File: config.mk
export PLATFORM = sky130hd
export DESIGN_NAME = srl_top
export DESIGN_NICKNAME = d
export VERILOG_FILES = /design/src/srl_pkg.sv /design/src/srl_divider.sv /design/src/srl_pin_drv.sv /design/src/srl_top.sv
export SDC_FILE = /design/constraint.sdc
export NUM_CORES = 1
export LEC_CHECK = 0
export BUFFER_PORTS_ARGS = -buffer_cell sky130_fd_sc_hd__buf_2
export CAP_MARGIN = 0
export CORE_ASPECT_RATIO = 1.2
export CORE_MARGIN = 2
export CORE_UTILIZATION = 44
export CTS_CLUSTER_SIZE = 30
export DETAILED_ROUTE_END_ITERATION = 8
export PLACE_DENSITY = 0.74
export SLEW_MARGIN = 20
export SYNTH_ARGS = -nofsm -noshare
export SYNTH_HDL_FRONTEND = slang
export SYNTH_SLANG_ARGS = --single-unit
File: constraint.sdc
create_clock -name pclk -period 2.1 [get_ports pclk]
set_input_delay 0.21 -clock pclk [delete_from_list [all_inputs] [get_ports pclk]]
set_output_delay 0.21 -clock pclk [all_outputs]
set_load 0.01 [all_outputs]
File: src/srl_pkg.sv
// Purpose: Shared constants for the set-reset latch output control block
// Assumes: APB slave, 32-bit data, one aligned word per register
// Notes: Offsets, bit positions and counts live only here
// Overview of operation
// Two separate enable bits gate the true and inverted outputs to pins.
// Both outputs may drive their pins at the same time.
// The alternate-pin select moves the inverted output to its other pin.
// Firmware clears a pin's direction bit before its driver turns on.
// Reset leaves the latch state undefined; nothing forces it.
// Firmware sets or resets the latch before enabling any output.
// Control bit 7 enables the latch when 1 and disables it when 0.
// Bits 6..4 pick a one-cycle pulse every 2^(code+2) clock cycles.
// With the latch on and bit 3 set, the true pin shows the latch state.
// With the latch on and bit 2 set, the inverted pin shows its inverse.
// Writing 1 to bit 1 pulses the set input for one clock period.
// Writing 1 to bit 0 pulses the reset input for one clock period.
// The two pulse bits are write-only and always read back as zero.
// Set and reset together leave the latch in the reset state.
// Clock-set and clock-reset enables route divider pulses to the latch.
// The divider is a free-running counter that runs while enabled.
`default_nettype none
package srl_pkg;
   localparam int ADDR_W = 8;
   localparam logic [7:0] OFS_CTRL0 = 8'h00;
   localparam logic [7:0] OFS_CTRL1 = 8'h04;
   localparam logic [7:0] OFS_PINFN = 8'h08;
   localparam logic [7:0] OFS_DIR = 8'h0c;
   localparam logic [7:0] OFS_STAT = 8'h10;
   localparam int B_LEN = 7;
   localparam int B_DIV_HI = 6;
   localparam int B_DIV_LO = 4;
   localparam int B_TOE = 3;
   localparam int B_IOE = 2;
   localparam int B_SPS = 1;
   localparam int B_SPR = 0;
   localparam int B_CSE = 6;
   localparam int B_CRE = 2;
   localparam int B_ALT = 0;
   localparam int B_DIR_TRUE = 0;
   localparam int B_DIR_INV = 1;
   localparam int B_DIR_ALT = 2;
   localparam int B_ST_Q = 0;
   localparam int B_ST_KNOWN = 1;
   localparam int B_ST_TDRV = 2;
   localparam int B_ST_IDRV = 3;
   localparam logic [2:0] DIV_SEL_RST = 3'h0;
   localparam logic [2:0] DIR_RST = 3'h7;
   localparam int DIV_W = 9;
   localparam int DIV_MIN_EXP = 2;
   typedef enum logic [1:0] {
      SRL_IDLE = 2'b01,
      SRL_ANS = 2'b10
   } srl_bus_st_t;
endpackage
`default_nettype wire

File: src/srl_divider.sv
// Purpose: Periodic one-cycle pulse generator for the latch
// Assumes: Runs on the bus clock, which stands in for the oscillator
// Notes: Counter clears while stopped so the first pulse is prompt
`default_nettype none
`timescale 1ns/100ps
module srl_divider #(
   parameter int DIV_W = srl_pkg::DIV_W
) (
   input wire logic pclk,
   input wire logic presetn,
   input wire logic run,
   input wire logic [2:0] sel,
   output logic tick
);
   import srl_pkg::*;
   logic [DIV_W-1:0] count_r;
   logic [DIV_W-1:0] count_nxt;
   logic tick_nxt;

   function automatic logic [DIV_W-1:0] div_mask(input logic [2:0] s);
      logic [DIV_W:0] one_hot;
      // Four bits: code 7 plus the offset would wrap in three
      one_hot = (DIV_W+1)'(1) << (4'(s) + 4'(DIV_MIN_EXP));
      return DIV_W'(one_hot - (DIV_W+1)'(1));
   endfunction

   always_comb begin
      count_nxt = run ? count_r + DIV_W'(1) : '0;
      tick_nxt = run && ((count_r & div_mask(sel)) == '0);
   end

   always_ff @(posedge pclk or negedge presetn) begin
      if (!presetn) begin
         count_r <= '0;
         tick <= 1'b0;
      end else begin
         count_r <= count_nxt;
         tick <= tick_nxt;
      end
   end
endmodule
`default_nettype wire

File: src/srl_pin_drv.sv
// Purpose: Registered pin driver with direction gating
// Assumes: Output enable is active low
// Notes: Data is forced low while drive is low to keep the pin quiet; dir_in gates only oe_n
`default_nettype none
`timescale 1ns/100ps
module srl_pin_drv (
   input wire logic pclk,
   input wire logic presetn,
   input wire logic data,
   input wire logic drive,
   input wire logic dir_in,
   output logic pin,
   output logic pin_oe_n
);
   logic pin_nxt;
   logic oe_n_nxt;

   always_comb begin
      pin_nxt = drive ? data : 1'b0;
      oe_n_nxt = !(drive && !dir_in);
   end

   always_ff @(posedge pclk or negedge presetn) begin
      if (!presetn) begin
         pin <= 1'b0;
         pin_oe_n <= 1'b1;
      end else begin
         pin <= pin_nxt;
         pin_oe_n <= oe_n_nxt;
      end
   end
endmodule
`default_nettype wire

File: src/srl_top.sv
// Purpose: Set-reset latch control register, pulse sources and outputs
// Assumes: APB master keeps the request stable until pready is seen
// Notes: Latch is modelled as a clocked bit, not a true clockless latch
//
// Added by the designer: the address map and the APB slave port.
`default_nettype none
`timescale 1ns/100ps
module srl_top (
   input wire logic pclk,
   input wire logic presetn,
   input wire logic psel,
   input wire logic penable,
   input wire logic pwrite,
   input wire logic [srl_pkg::ADDR_W-1:0] paddr,
   input wire logic [31:0] pwdata,
   input wire logic [3:0] pstrb,
   output logic [31:0] prdata,
   output logic pready,
   output logic pslverr,
   output logic latch_true_pin,
   output logic latch_true_pin_oe_n,
   output logic latch_inverted_pin,
   output logic latch_inverted_pin_oe_n,
   output logic latch_inverted_alt_pin,
   output logic latch_inverted_alt_pin_oe_n
);
   import srl_pkg::*;

   // Control state
   logic latch_enable_r;
   logic latch_enable_nxt;
   logic [2:0] pulse_divider_select_r;
   logic [2:0] pulse_divider_select_nxt;
   logic true_output_enable_r;
   logic true_output_enable_nxt;
   logic inverted_output_enable_r;
   logic inverted_output_enable_nxt;
   logic clock_set_enable_r;
   logic clock_set_enable_nxt;
   logic clock_reset_enable_r;
   logic clock_reset_enable_nxt;
   logic inverted_output_alt_pin_select_r;
   logic inverted_output_alt_pin_select_nxt;
   logic [2:0] pin_direction_control_r;
   logic [2:0] pin_direction_control_nxt;
   logic software_set_pulse_r;
   logic software_set_pulse_nxt;
   logic software_reset_pulse_r;
   logic software_reset_pulse_nxt;

   // Bus state
   srl_bus_st_t bus_st_r;
   srl_bus_st_t bus_st_nxt;
   logic [31:0] prdata_nxt;
   logic pready_nxt;
   logic pslverr_nxt;

   // Latch state
   logic latch_q_r;
   logic latch_q_nxt;
   logic known_r;
   logic known_nxt;

   logic div_tick;
   logic set_in;
   logic rst_in;
   logic wr_take;
   logic ctrl0_wr;
   logic drive_true;
   logic drive_inv;
   logic drive_alt;

   function automatic logic is_mapped(input logic [ADDR_W-1:0] a);
      return (a == OFS_CTRL0) || (a == OFS_CTRL1) || (a == OFS_PINFN) ||
         (a == OFS_DIR) || (a == OFS_STAT);
   endfunction

   function automatic logic [31:0] reg_read(input logic [ADDR_W-1:0] a);
      logic [31:0] v;
      v = 32'h0;
      case (a)
         OFS_CTRL0: begin
            // Pulse bits stay zero here, they are write-only
            v[B_LEN] = latch_enable_r;
            v[B_DIV_HI:B_DIV_LO] = pulse_divider_select_r;
            v[B_TOE] = true_output_enable_r;
            v[B_IOE] = inverted_output_enable_r;
         end
         OFS_CTRL1: begin
            v[B_CSE] = clock_set_enable_r;
            v[B_CRE] = clock_reset_enable_r;
         end
         OFS_PINFN: v[B_ALT] = inverted_output_alt_pin_select_r;
         OFS_DIR: v[2:0] = pin_direction_control_r;
         OFS_STAT: begin
            v[B_ST_Q] = latch_q_r;
            v[B_ST_KNOWN] = known_r;
            v[B_ST_TDRV] = !latch_true_pin_oe_n;
            v[B_ST_IDRV] = !latch_inverted_pin_oe_n ||
               !latch_inverted_alt_pin_oe_n;
         end
         default: v = 32'h0;
      endcase
      return v;
   endfunction

   // Writes land only on the edge that sees pready high
   assign wr_take = psel && penable && pready && pwrite && pstrb[0] &&
      is_mapped(paddr);
   assign ctrl0_wr = wr_take && (paddr == OFS_CTRL0);

   // Bus answer: one wait state keeps prdata straight from a flop
   always_comb begin
      bus_st_nxt = bus_st_r;
      prdata_nxt = prdata;
      pready_nxt = 1'b0;
      pslverr_nxt = 1'b0;
      case (bus_st_r)
         SRL_IDLE: begin
            if (psel && penable) begin
               bus_st_nxt = SRL_ANS;
               pready_nxt = 1'b1;
               pslverr_nxt = !is_mapped(paddr);
               prdata_nxt = pwrite ? 32'h0 : reg_read(paddr);
            end
         end
         SRL_ANS: begin
            bus_st_nxt = SRL_IDLE;
         end
         default: bus_st_nxt = SRL_IDLE;
      endcase
   end

   always_ff @(posedge pclk or negedge presetn) begin
      if (!presetn) begin
         bus_st_r <= SRL_IDLE;
         prdata <= 32'h0;
         pready <= 1'b0;
         pslverr <= 1'b0;
      end else begin
         bus_st_r <= bus_st_nxt;
         prdata <= prdata_nxt;
         pready <= pready_nxt;
         pslverr <= pslverr_nxt;
      end
   end

   // Register writes and self-clearing pulse bits
   always_comb begin
      latch_enable_nxt = latch_enable_r;
      pulse_divider_select_nxt = pulse_divider_select_r;
      true_output_enable_nxt = true_output_enable_r;
      inverted_output_enable_nxt = inverted_output_enable_r;
      clock_set_enable_nxt = clock_set_enable_r;
      clock_reset_enable_nxt = clock_reset_enable_r;
      inverted_output_alt_pin_select_nxt = inverted_output_alt_pin_select_r;
      pin_direction_control_nxt = pin_direction_control_r;
      software_set_pulse_nxt = 1'b0;
      software_reset_pulse_nxt = 1'b0;
      if (wr_take) begin
         case (paddr)
            OFS_CTRL0: begin
               latch_enable_nxt = pwdata[B_LEN];
               pulse_divider_select_nxt = pwdata[B_DIV_HI:B_DIV_LO];
               true_output_enable_nxt = pwdata[B_TOE];
               inverted_output_enable_nxt = pwdata[B_IOE];
               software_set_pulse_nxt = pwdata[B_SPS];
               software_reset_pulse_nxt = pwdata[B_SPR];
            end
            OFS_CTRL1: begin
               clock_set_enable_nxt = pwdata[B_CSE];
               clock_reset_enable_nxt = pwdata[B_CRE];
            end
            OFS_PINFN: inverted_output_alt_pin_select_nxt = pwdata[B_ALT];
            OFS_DIR: pin_direction_control_nxt = pwdata[2:0];
            default: ;
         endcase
      end
   end

   always_ff @(posedge pclk or negedge presetn) begin
      if (!presetn) begin
         latch_enable_r <= 1'b0;
         pulse_divider_select_r <= DIV_SEL_RST;
         true_output_enable_r <= 1'b0;
         inverted_output_enable_r <= 1'b0;
         clock_set_enable_r <= 1'b0;
         clock_reset_enable_r <= 1'b0;
         inverted_output_alt_pin_select_r <= 1'b0;
         pin_direction_control_r <= DIR_RST;
         software_set_pulse_r <= 1'b0;
         software_reset_pulse_r <= 1'b0;
      end else begin
         latch_enable_r <= latch_enable_nxt;
         pulse_divider_select_r <= pulse_divider_select_nxt;
         true_output_enable_r <= true_output_enable_nxt;
         inverted_output_enable_r <= inverted_output_enable_nxt;
         clock_set_enable_r <= clock_set_enable_nxt;
         clock_reset_enable_r <= clock_reset_enable_nxt;
         inverted_output_alt_pin_select_r <=
            inverted_output_alt_pin_select_nxt;
         pin_direction_control_r <= pin_direction_control_nxt;
         software_set_pulse_r <= software_set_pulse_nxt;
         software_reset_pulse_r <= software_reset_pulse_nxt;
      end
   end

   srl_divider #(
      .DIV_W(DIV_W)
   ) u_div (
      .pclk(pclk),
      .presetn(presetn),
      .run(latch_enable_r),
      .sel(pulse_divider_select_r),
      .tick(div_tick)
   );

   assign set_in = software_set_pulse_r ||
      (clock_set_enable_r && div_tick);
   assign rst_in = software_reset_pulse_r ||
      (clock_reset_enable_r && div_tick);

   // Reset wins when both inputs are high
   always_comb begin
      latch_q_nxt = latch_q_r;
      known_nxt = known_r;
      if (latch_enable_r && rst_in) begin
         latch_q_nxt = 1'b0;
         known_nxt = 1'b1;
      end else if (latch_enable_r && set_in) begin
         latch_q_nxt = 1'b1;
         known_nxt = 1'b1;
      end
   end

   // No reset on purpose: the state after reset is whatever it was
   always_ff @(posedge pclk) begin
      latch_q_r <= latch_q_nxt;
   end

   // Lets firmware see whether it has initialised the latch yet
   always_ff @(posedge pclk or negedge presetn) begin
      if (!presetn) begin
         known_r <= 1'b0;
      end else begin
         known_r <= known_nxt;
      end
   end

   assign drive_true = latch_enable_r && true_output_enable_r;
   assign drive_inv = latch_enable_r && inverted_output_enable_r &&
      !inverted_output_alt_pin_select_r;
   assign drive_alt = latch_enable_r && inverted_output_enable_r &&
      inverted_output_alt_pin_select_r;

   srl_pin_drv u_true (
      .pclk(pclk),
      .presetn(presetn),
      .data(latch_q_r),
      .drive(drive_true),
      .dir_in(pin_direction_control_r[B_DIR_TRUE]),
      .pin(latch_true_pin),
      .pin_oe_n(latch_true_pin_oe_n)
   );

   srl_pin_drv u_inv (
      .pclk(pclk),
      .presetn(presetn),
      .data(!latch_q_r),
      .drive(drive_inv),
      .dir_in(pin_direction_control_r[B_DIR_INV]),
      .pin(latch_inverted_pin),
      .pin_oe_n(latch_inverted_pin_oe_n)
   );

   srl_pin_drv u_alt (
      .pclk(pclk),
      .presetn(presetn),
      .data(!latch_q_r),
      .drive(drive_alt),
      .dir_in(pin_direction_control_r[B_DIR_ALT]),
      .pin(latch_inverted_alt_pin),
      .pin_oe_n(latch_inverted_alt_pin_oe_n)
   );
endmodule
`default_nettype wire

==> results of run 1 <==
flip-flops by register name, indices dropped and copies added (netlist names), 2 cells and up:
register and flops:
bus_st_r 2, pin_direction_control_r 3, prdata 8, pulse_divider_select_r 3, u_div.count_r 9
cell type report:
type | instances | area (µm²) | share of cell area [%]
Tap cell | 62 | 77.6 | 2.92
Sequential cell | 44 | 1100 | 41.6
Multi-Input combinational cell | 153 | 1080 | 40.8
Inverter | 9 | 33.8 | 1.27
Clock buffer | 8 | 100 | 3.77
Timing Repair Buffer | 46 | 255 | 9.61
per-stage QoR:
| step | worst slack (ps) | total power, W | cells | area, µm² |
|---|---|---|---|---|
| after floorplan | 62.5 | 0.000957 | 237 | 2450 |
| after global placement | 135 | 0.000967 | 313 | 2540 |
| after detailed placement | 141 | 0.000969 | 313 | 2540 |
| after CTS | 82.1 | 0.00154 | 322 | 2650 |
| after global routing | 34.1 | 0.00159 | 322 | 2660 |
| final | 138 | 0.00153 | 322 | 2660 |
power by group:
part,switching (W),internal (W)
sequential,0.00000188,0.000853
combinational,0.0000686,0.0000302
clock,0.000277,0.000300
total,0.000348,0.00118
worst paths after layout:
| kind | start | endpoint | slack, ps | cells past startpoint |
|---|---|---|---|---|
| min | pwdata[5] | pulse_divider_select_r[1]$_DFFE_PN0P_ | 140 | 2 |
| min in group asynchronous | presetn | prdata[1]$_DFFE_PN0P_ | 470 | 2 |
| max reg2reg | pulse_divider_select_r[1]$_DFFE_PN0P_ | u_div.tick$_DFF_PN0_ | 140 | 6 |
| max in group asynchronous | presetn | bus_st_r[0]$_DFFE_PN1P_ | 990 | 3 |
| min reg2reg | known_r$_DFFE_PN0P_ | known_r$_DFFE_PN0P_ | 490 | 1 |
| max | pulse_divider_select_r[1]$_DFFE_PN0P_ | u_div.tick$_DFF_PN0_ | 140 | 6 |
placed cells by master, fill, tap and decap left out, types with 4 or more instances in the layout:
cell,instances
or3_1,5
mux2_2,13
clkbuf_8,7
xnor2_1,5
dfrtp_1,36
conb_1,24
ha_1,8
inv_1,9
a21oi_1,4
buf_4,8
nand2_1,13
mux2i_1,4
and2_1,7
dfstp_2,7
o21ai_0,8
nand3_1,7
buf_2,37
nor2_1,9
worst max-delay path: cells and delay by family, from the launching register on:
kind,cells,cell delay [ps]
compound gates,2,630
xor+xnor,1,120
fa+ha+maj,1,220
buf+inv,1,180
flops,1,390
simple gates,1,320
layer usage:
metal	vias to the layer above	wire, µm
met3	5	263
li1	778	-
met1	784	1840
met4	0	58
met5	-	0
met2	46	2380
repair_timing:
| item | in CTS | in global routing |
|---|---|---|
| resized for setup | 0 | 1 |
| hold endpoints to repair | 20 | 0 |
| hold buffers | 1 | 0 |
| setup endpoints to repair | 0 | 1 |
cell families after synthesis:
family,Yosys count
buffers and inverters,40
other,1
multiplexers,17
XOR/XNOR,7
AO/OA/AOI/OAI,28
flip-flops,44
adder cells (fa/ha/maj),8
AND/OR/NAND/NOR,69
==> reports/metrics.cfg, run 1 <==
[logic_synthesis]
synth_fa_ha_area_share_pct=4.23
synth_top_family_by_area=simple AND/OR/NAND/NOR gates
synth_commonest_cells=dfrtp_1 (36), buf_4 (25), mux2_2 (13), nand2_1 (13)
yosysMostFrequentCell=dfrtp_1
yosysUniqueCellTypes=50
synth_compound_area_share_pct=8.78
synthTopCellsByArea=dfrtp_1 (38%), buf_4 (7.9%), dfstp_2 (7.8%), mux2_2 (6.2%), ha_1 (4.2%)
ys_seq_area_share_pct=46.7
synth_ff_type=dfrtp_1
ys_warn_count=0
yosysTopAreaCell=dfrtp_1
async_reset_ff_share_pct=97.7
synth_xor_area_share_pct=2.59
yosys.area_share.simple_pct=18.3
netlist_instances=214
synth_mux_area_share_pct=7.88
synth_top_area_share_pct=38.1
postSynthAreaPerCell_um2=11.1
synth_seq_cells=44
synth-edff-count=0
netlist_area_mm2=0.00237

[layout]
n_fill_cell=489
antenna_cells=0
fin_util_pct=50.8
area_growth_pct=12.3
final_nets=316
drive_gt1_share_pct=32.7

[sta]
period_share_pct=93.4
setup_viol=0
timing.fmax_mhz=510
min_period_ps=1960
maxSlewHeadroom_pct=57.6
whs_ps=141
drv_slew=0
fin_setup_tns_ps=0
rsz0062_at_grt=false
fin_skew_ps=5.36
worst_slew_pin_slew_ps=636
finalHoldViolations=0

[setup_path]
critPathRequiredTime_ps=2280
max_stage_delay_ps=390
crit_fanout=10
slowest_stage=dfrtp_1
crit_type=flip-flop to flip-flop
cp.arrival_ps=2150
crit_path_end_kind=flip-flop
critPathLaunchType=flip-flop
worstPathCellList=buf_4 -> ha_1 -> nor4bb_2 -> xor2_1 -> a211o_1 -> a2111oi_2

[detailed_routing]
ant_nets=0
drc_errors=0
num_vias=1613
drtPass1Iterations=4
detail_route.wl_per_cell_um=14.1
drt-total-wl_mm=4.54
vias_per_cell=5.01
drtIter0Drc=68

[die]
rows=29
fp.dieW_um=70.9
die_h_um=84.3
die-area_mm2=0.00598
io_pins=89
core_mm2=0.00523
initial_core_util_pct=45.3

[clocking]
htree_levels=2
cts.sinks=44
cts_buffers=5
clk_latency_ps=290
cts_buffer_depth=2
clk_pin_slew_worst_paths_ps=80
tritoncts=built
cts-root-buf=clkbuf_8
cts_setup_buffers=0

[power]
ir_drop_v=0.000255
p_leak_nw=1.32
power.density_mw_per_mm2=576

[job]
drv_cap=0

[global_routing]
grtUsageTotal_pct=15.9
antenna_found_initial=0
gr-usage-met3_pct=4.80
grt_pass1_vias=1621
grt_first_pass_wirelength_mm=7.47
grt_overflow=0
met2_usage_pct=28.6
grt_max_degree=29
grt.busiest_layer=met2
grt.met1_usage_pct=17.9

[placed_design]
dp_hpwl_mm=3.38
placement.io_buffers=37
routabilityCongestion=0.781

[min_path]
hold_class=primary input to flip-flop

[status]
status=finished, final reports clean

(Power assumes the default switching activity.)
==> run 2, diff against run 1 <==
MAX_ROUTING_LAYER = met4   (was unset)
==> run 2 against run 1 <==
Net effect: sequential cell count unchanged; combinational power about the same; via count rose by 0.31%; final area is the same; clock-buffer cell count is the same; sequential power hardly changed; setup slack is essentially flat; critical path depth did not move; critical path type unchanged; highest routed layer unchanged.
==> reports/metrics.cfg, run 2 (synthesis gave the netlist of run 1 again) <==
[status]
status=finished, final reports clean

[global_routing]
gr-usage-met3_pct=4.56
met2_usage_pct=28.6
grt_pass1_vias=1614
grt.met1_usage_pct=18.0
grt_overflow=0
grt.busiest_layer=met2
antenna_found_initial=0
grt_first_pass_wirelength_mm=7.48
grtUsageTotal_pct=16.4
grt_max_degree=29

[clocking]
cts.sinks=44
cts_buffers=5
htree_levels=2
tritoncts=built
cts_setup_buffers=0
clk_latency_ps=290
cts-root-buf=clkbuf_8
cts_buffer_depth=2
clk_pin_slew_worst_paths_ps=80

[setup_path]
crit_path_end_kind=flip-flop
crit_type=flip-flop to flip-flop
critPathLaunchType=flip-flop
critPathRequiredTime_ps=2280
crit_fanout=10
cp.arrival_ps=2140
reg2reg_depth=6

[layout]
layout_common_cells=buf_2 (37), dfrtp_1 (36), conb_1 (24)
largest_reg_flops=9
multi_input_area_mm2=0.00108
antenna_cells=0
reg.largest.list=u_div.count_r x9, prdata x8
final_nets=316
stdcell_count=322
drive_gt1_share_pct=32.7
final_common_cell=buf_2
top_register=u_div.count_r
ff_latch_area_mm2=0.00110
area_growth_pct=12.3
n_fill_cell=489

[die]
die_h_um=84.3
rows=29
die-area_mm2=0.00598
fp.dieW_um=70.9
core_mm2=0.00523
io_pins=89
initial_core_util_pct=45.3

[sta]
period_share_pct=93.4
maxSlewHeadroom_pct=57.3
setup_viol=0
fin_setup_tns_ps=0
rsz0062_at_grt=false
finalHoldViolations=0
drv_slew=0
fin_skew_ps=5.61
timing.fmax_mhz=510
worst_slew_pin_slew_ps=641
min_period_ps=1960

[detailed_routing]
drc_errors=0
drt-total-wl_mm=4.54
vias_per_cell=5.02
detail_route.wl_per_cell_um=14.1
drtPass1Iterations=4
ant_nets=0
drtIter0Drc=74
num_vias=1618

[power]
power.density_mw_per_mm2=576
ir_drop_v=0.000252
p_leak_nw=1.32

[placed_design]
dp_hpwl_mm=3.38
placement.io_buffers=37
dpl.cell_count=313
routabilityCongestion=0.792

[min_path]
hold_path_depth=2
hold_class=primary input to flip-flop

[job]
drv_cap=0

## run 2: repair_timing
| item | 4_1_cts | 5_1_grt |
|---|---|---|
| hold buffers | 1 | 0 |
| gates resized for setup | 0 | 1 |
| hold endpoints to repair | 20 | 0 |
| setup endpoints to repair | 0 | 1 |
## run 2: routing by layer
metal	share of wire [%]	wire, µm
met4	1.2	56
met3	5.3	240
met2	52	2370
met5	0	0
met1	41	1870
## run 2: worst paths after layout
kind | slack [ps] | startpoint | end
max reg2reg | 140 | pulse_divider_select_r[1]$_DFFE_PN0P_ | u_div.tick$_DFF_PN0_
min reg2reg | 480 | known_r$_DFFE_PN0P_ | known_r$_DFFE_PN0P_
max in group asynchronous | 990 | presetn | bus_st_r[0]$_DFFE_PN1P_
max | 140 | pulse_divider_select_r[1]$_DFFE_PN0P_ | u_div.tick$_DFF_PN0_
min in group asynchronous | 470 | presetn | prdata[1]$_DFFE_PN0P_
min | 140 | pwdata[5] | pulse_divider_select_r[1]$_DFFE_PN0P_
## run 2: layout make-up
| type | count | share of cell area [%] |
|---|---|---|
| inverters | 9 | 1.27 |
| multi-input cells | 153 | 40.8 |
| flip-flops and latches | 44 | 41.6 |
| repair buffers | 46 | 9.61 |
| clock buffers | 8 | 3.77 |
| well taps | 62 | 2.92 |
## run 2: per-stage QoR
stage	total power (W)	hold slack (ps)	worst slack, ps	instance area [µm²]	util [%]
2_1_floorplan	0.000957	-85.6	62.5	2450	-
3_3_place_gp	0.000967	258	135	2540	48.6
3_5_place_dp	0.000969	259	141	2540	48.6
4_1_cts	0.00154	136	82.1	2650	50.7
5_1_grt	0.00159	136	34.1	2660	50.8
6_report	0.00153	141	138	2660	50.8
## run 2: power by group
part           internal (W)  total [W]  switching, W
clock              0.000300   0.000575      0.000275
sequential         0.000853   0.000855    0.00000188
combinational     0.0000302  0.0000989     0.0000687
total               0.00118    0.00153      0.000346
## run 2: worst max-delay path, cell delays in order, from the launching register on
cell       delay, ps
dfrtp_1          390
buf_4            180
ha_1             220
nor4bb_2         320
xor2_1           120
a211o_1          330
a2111oi_2        300
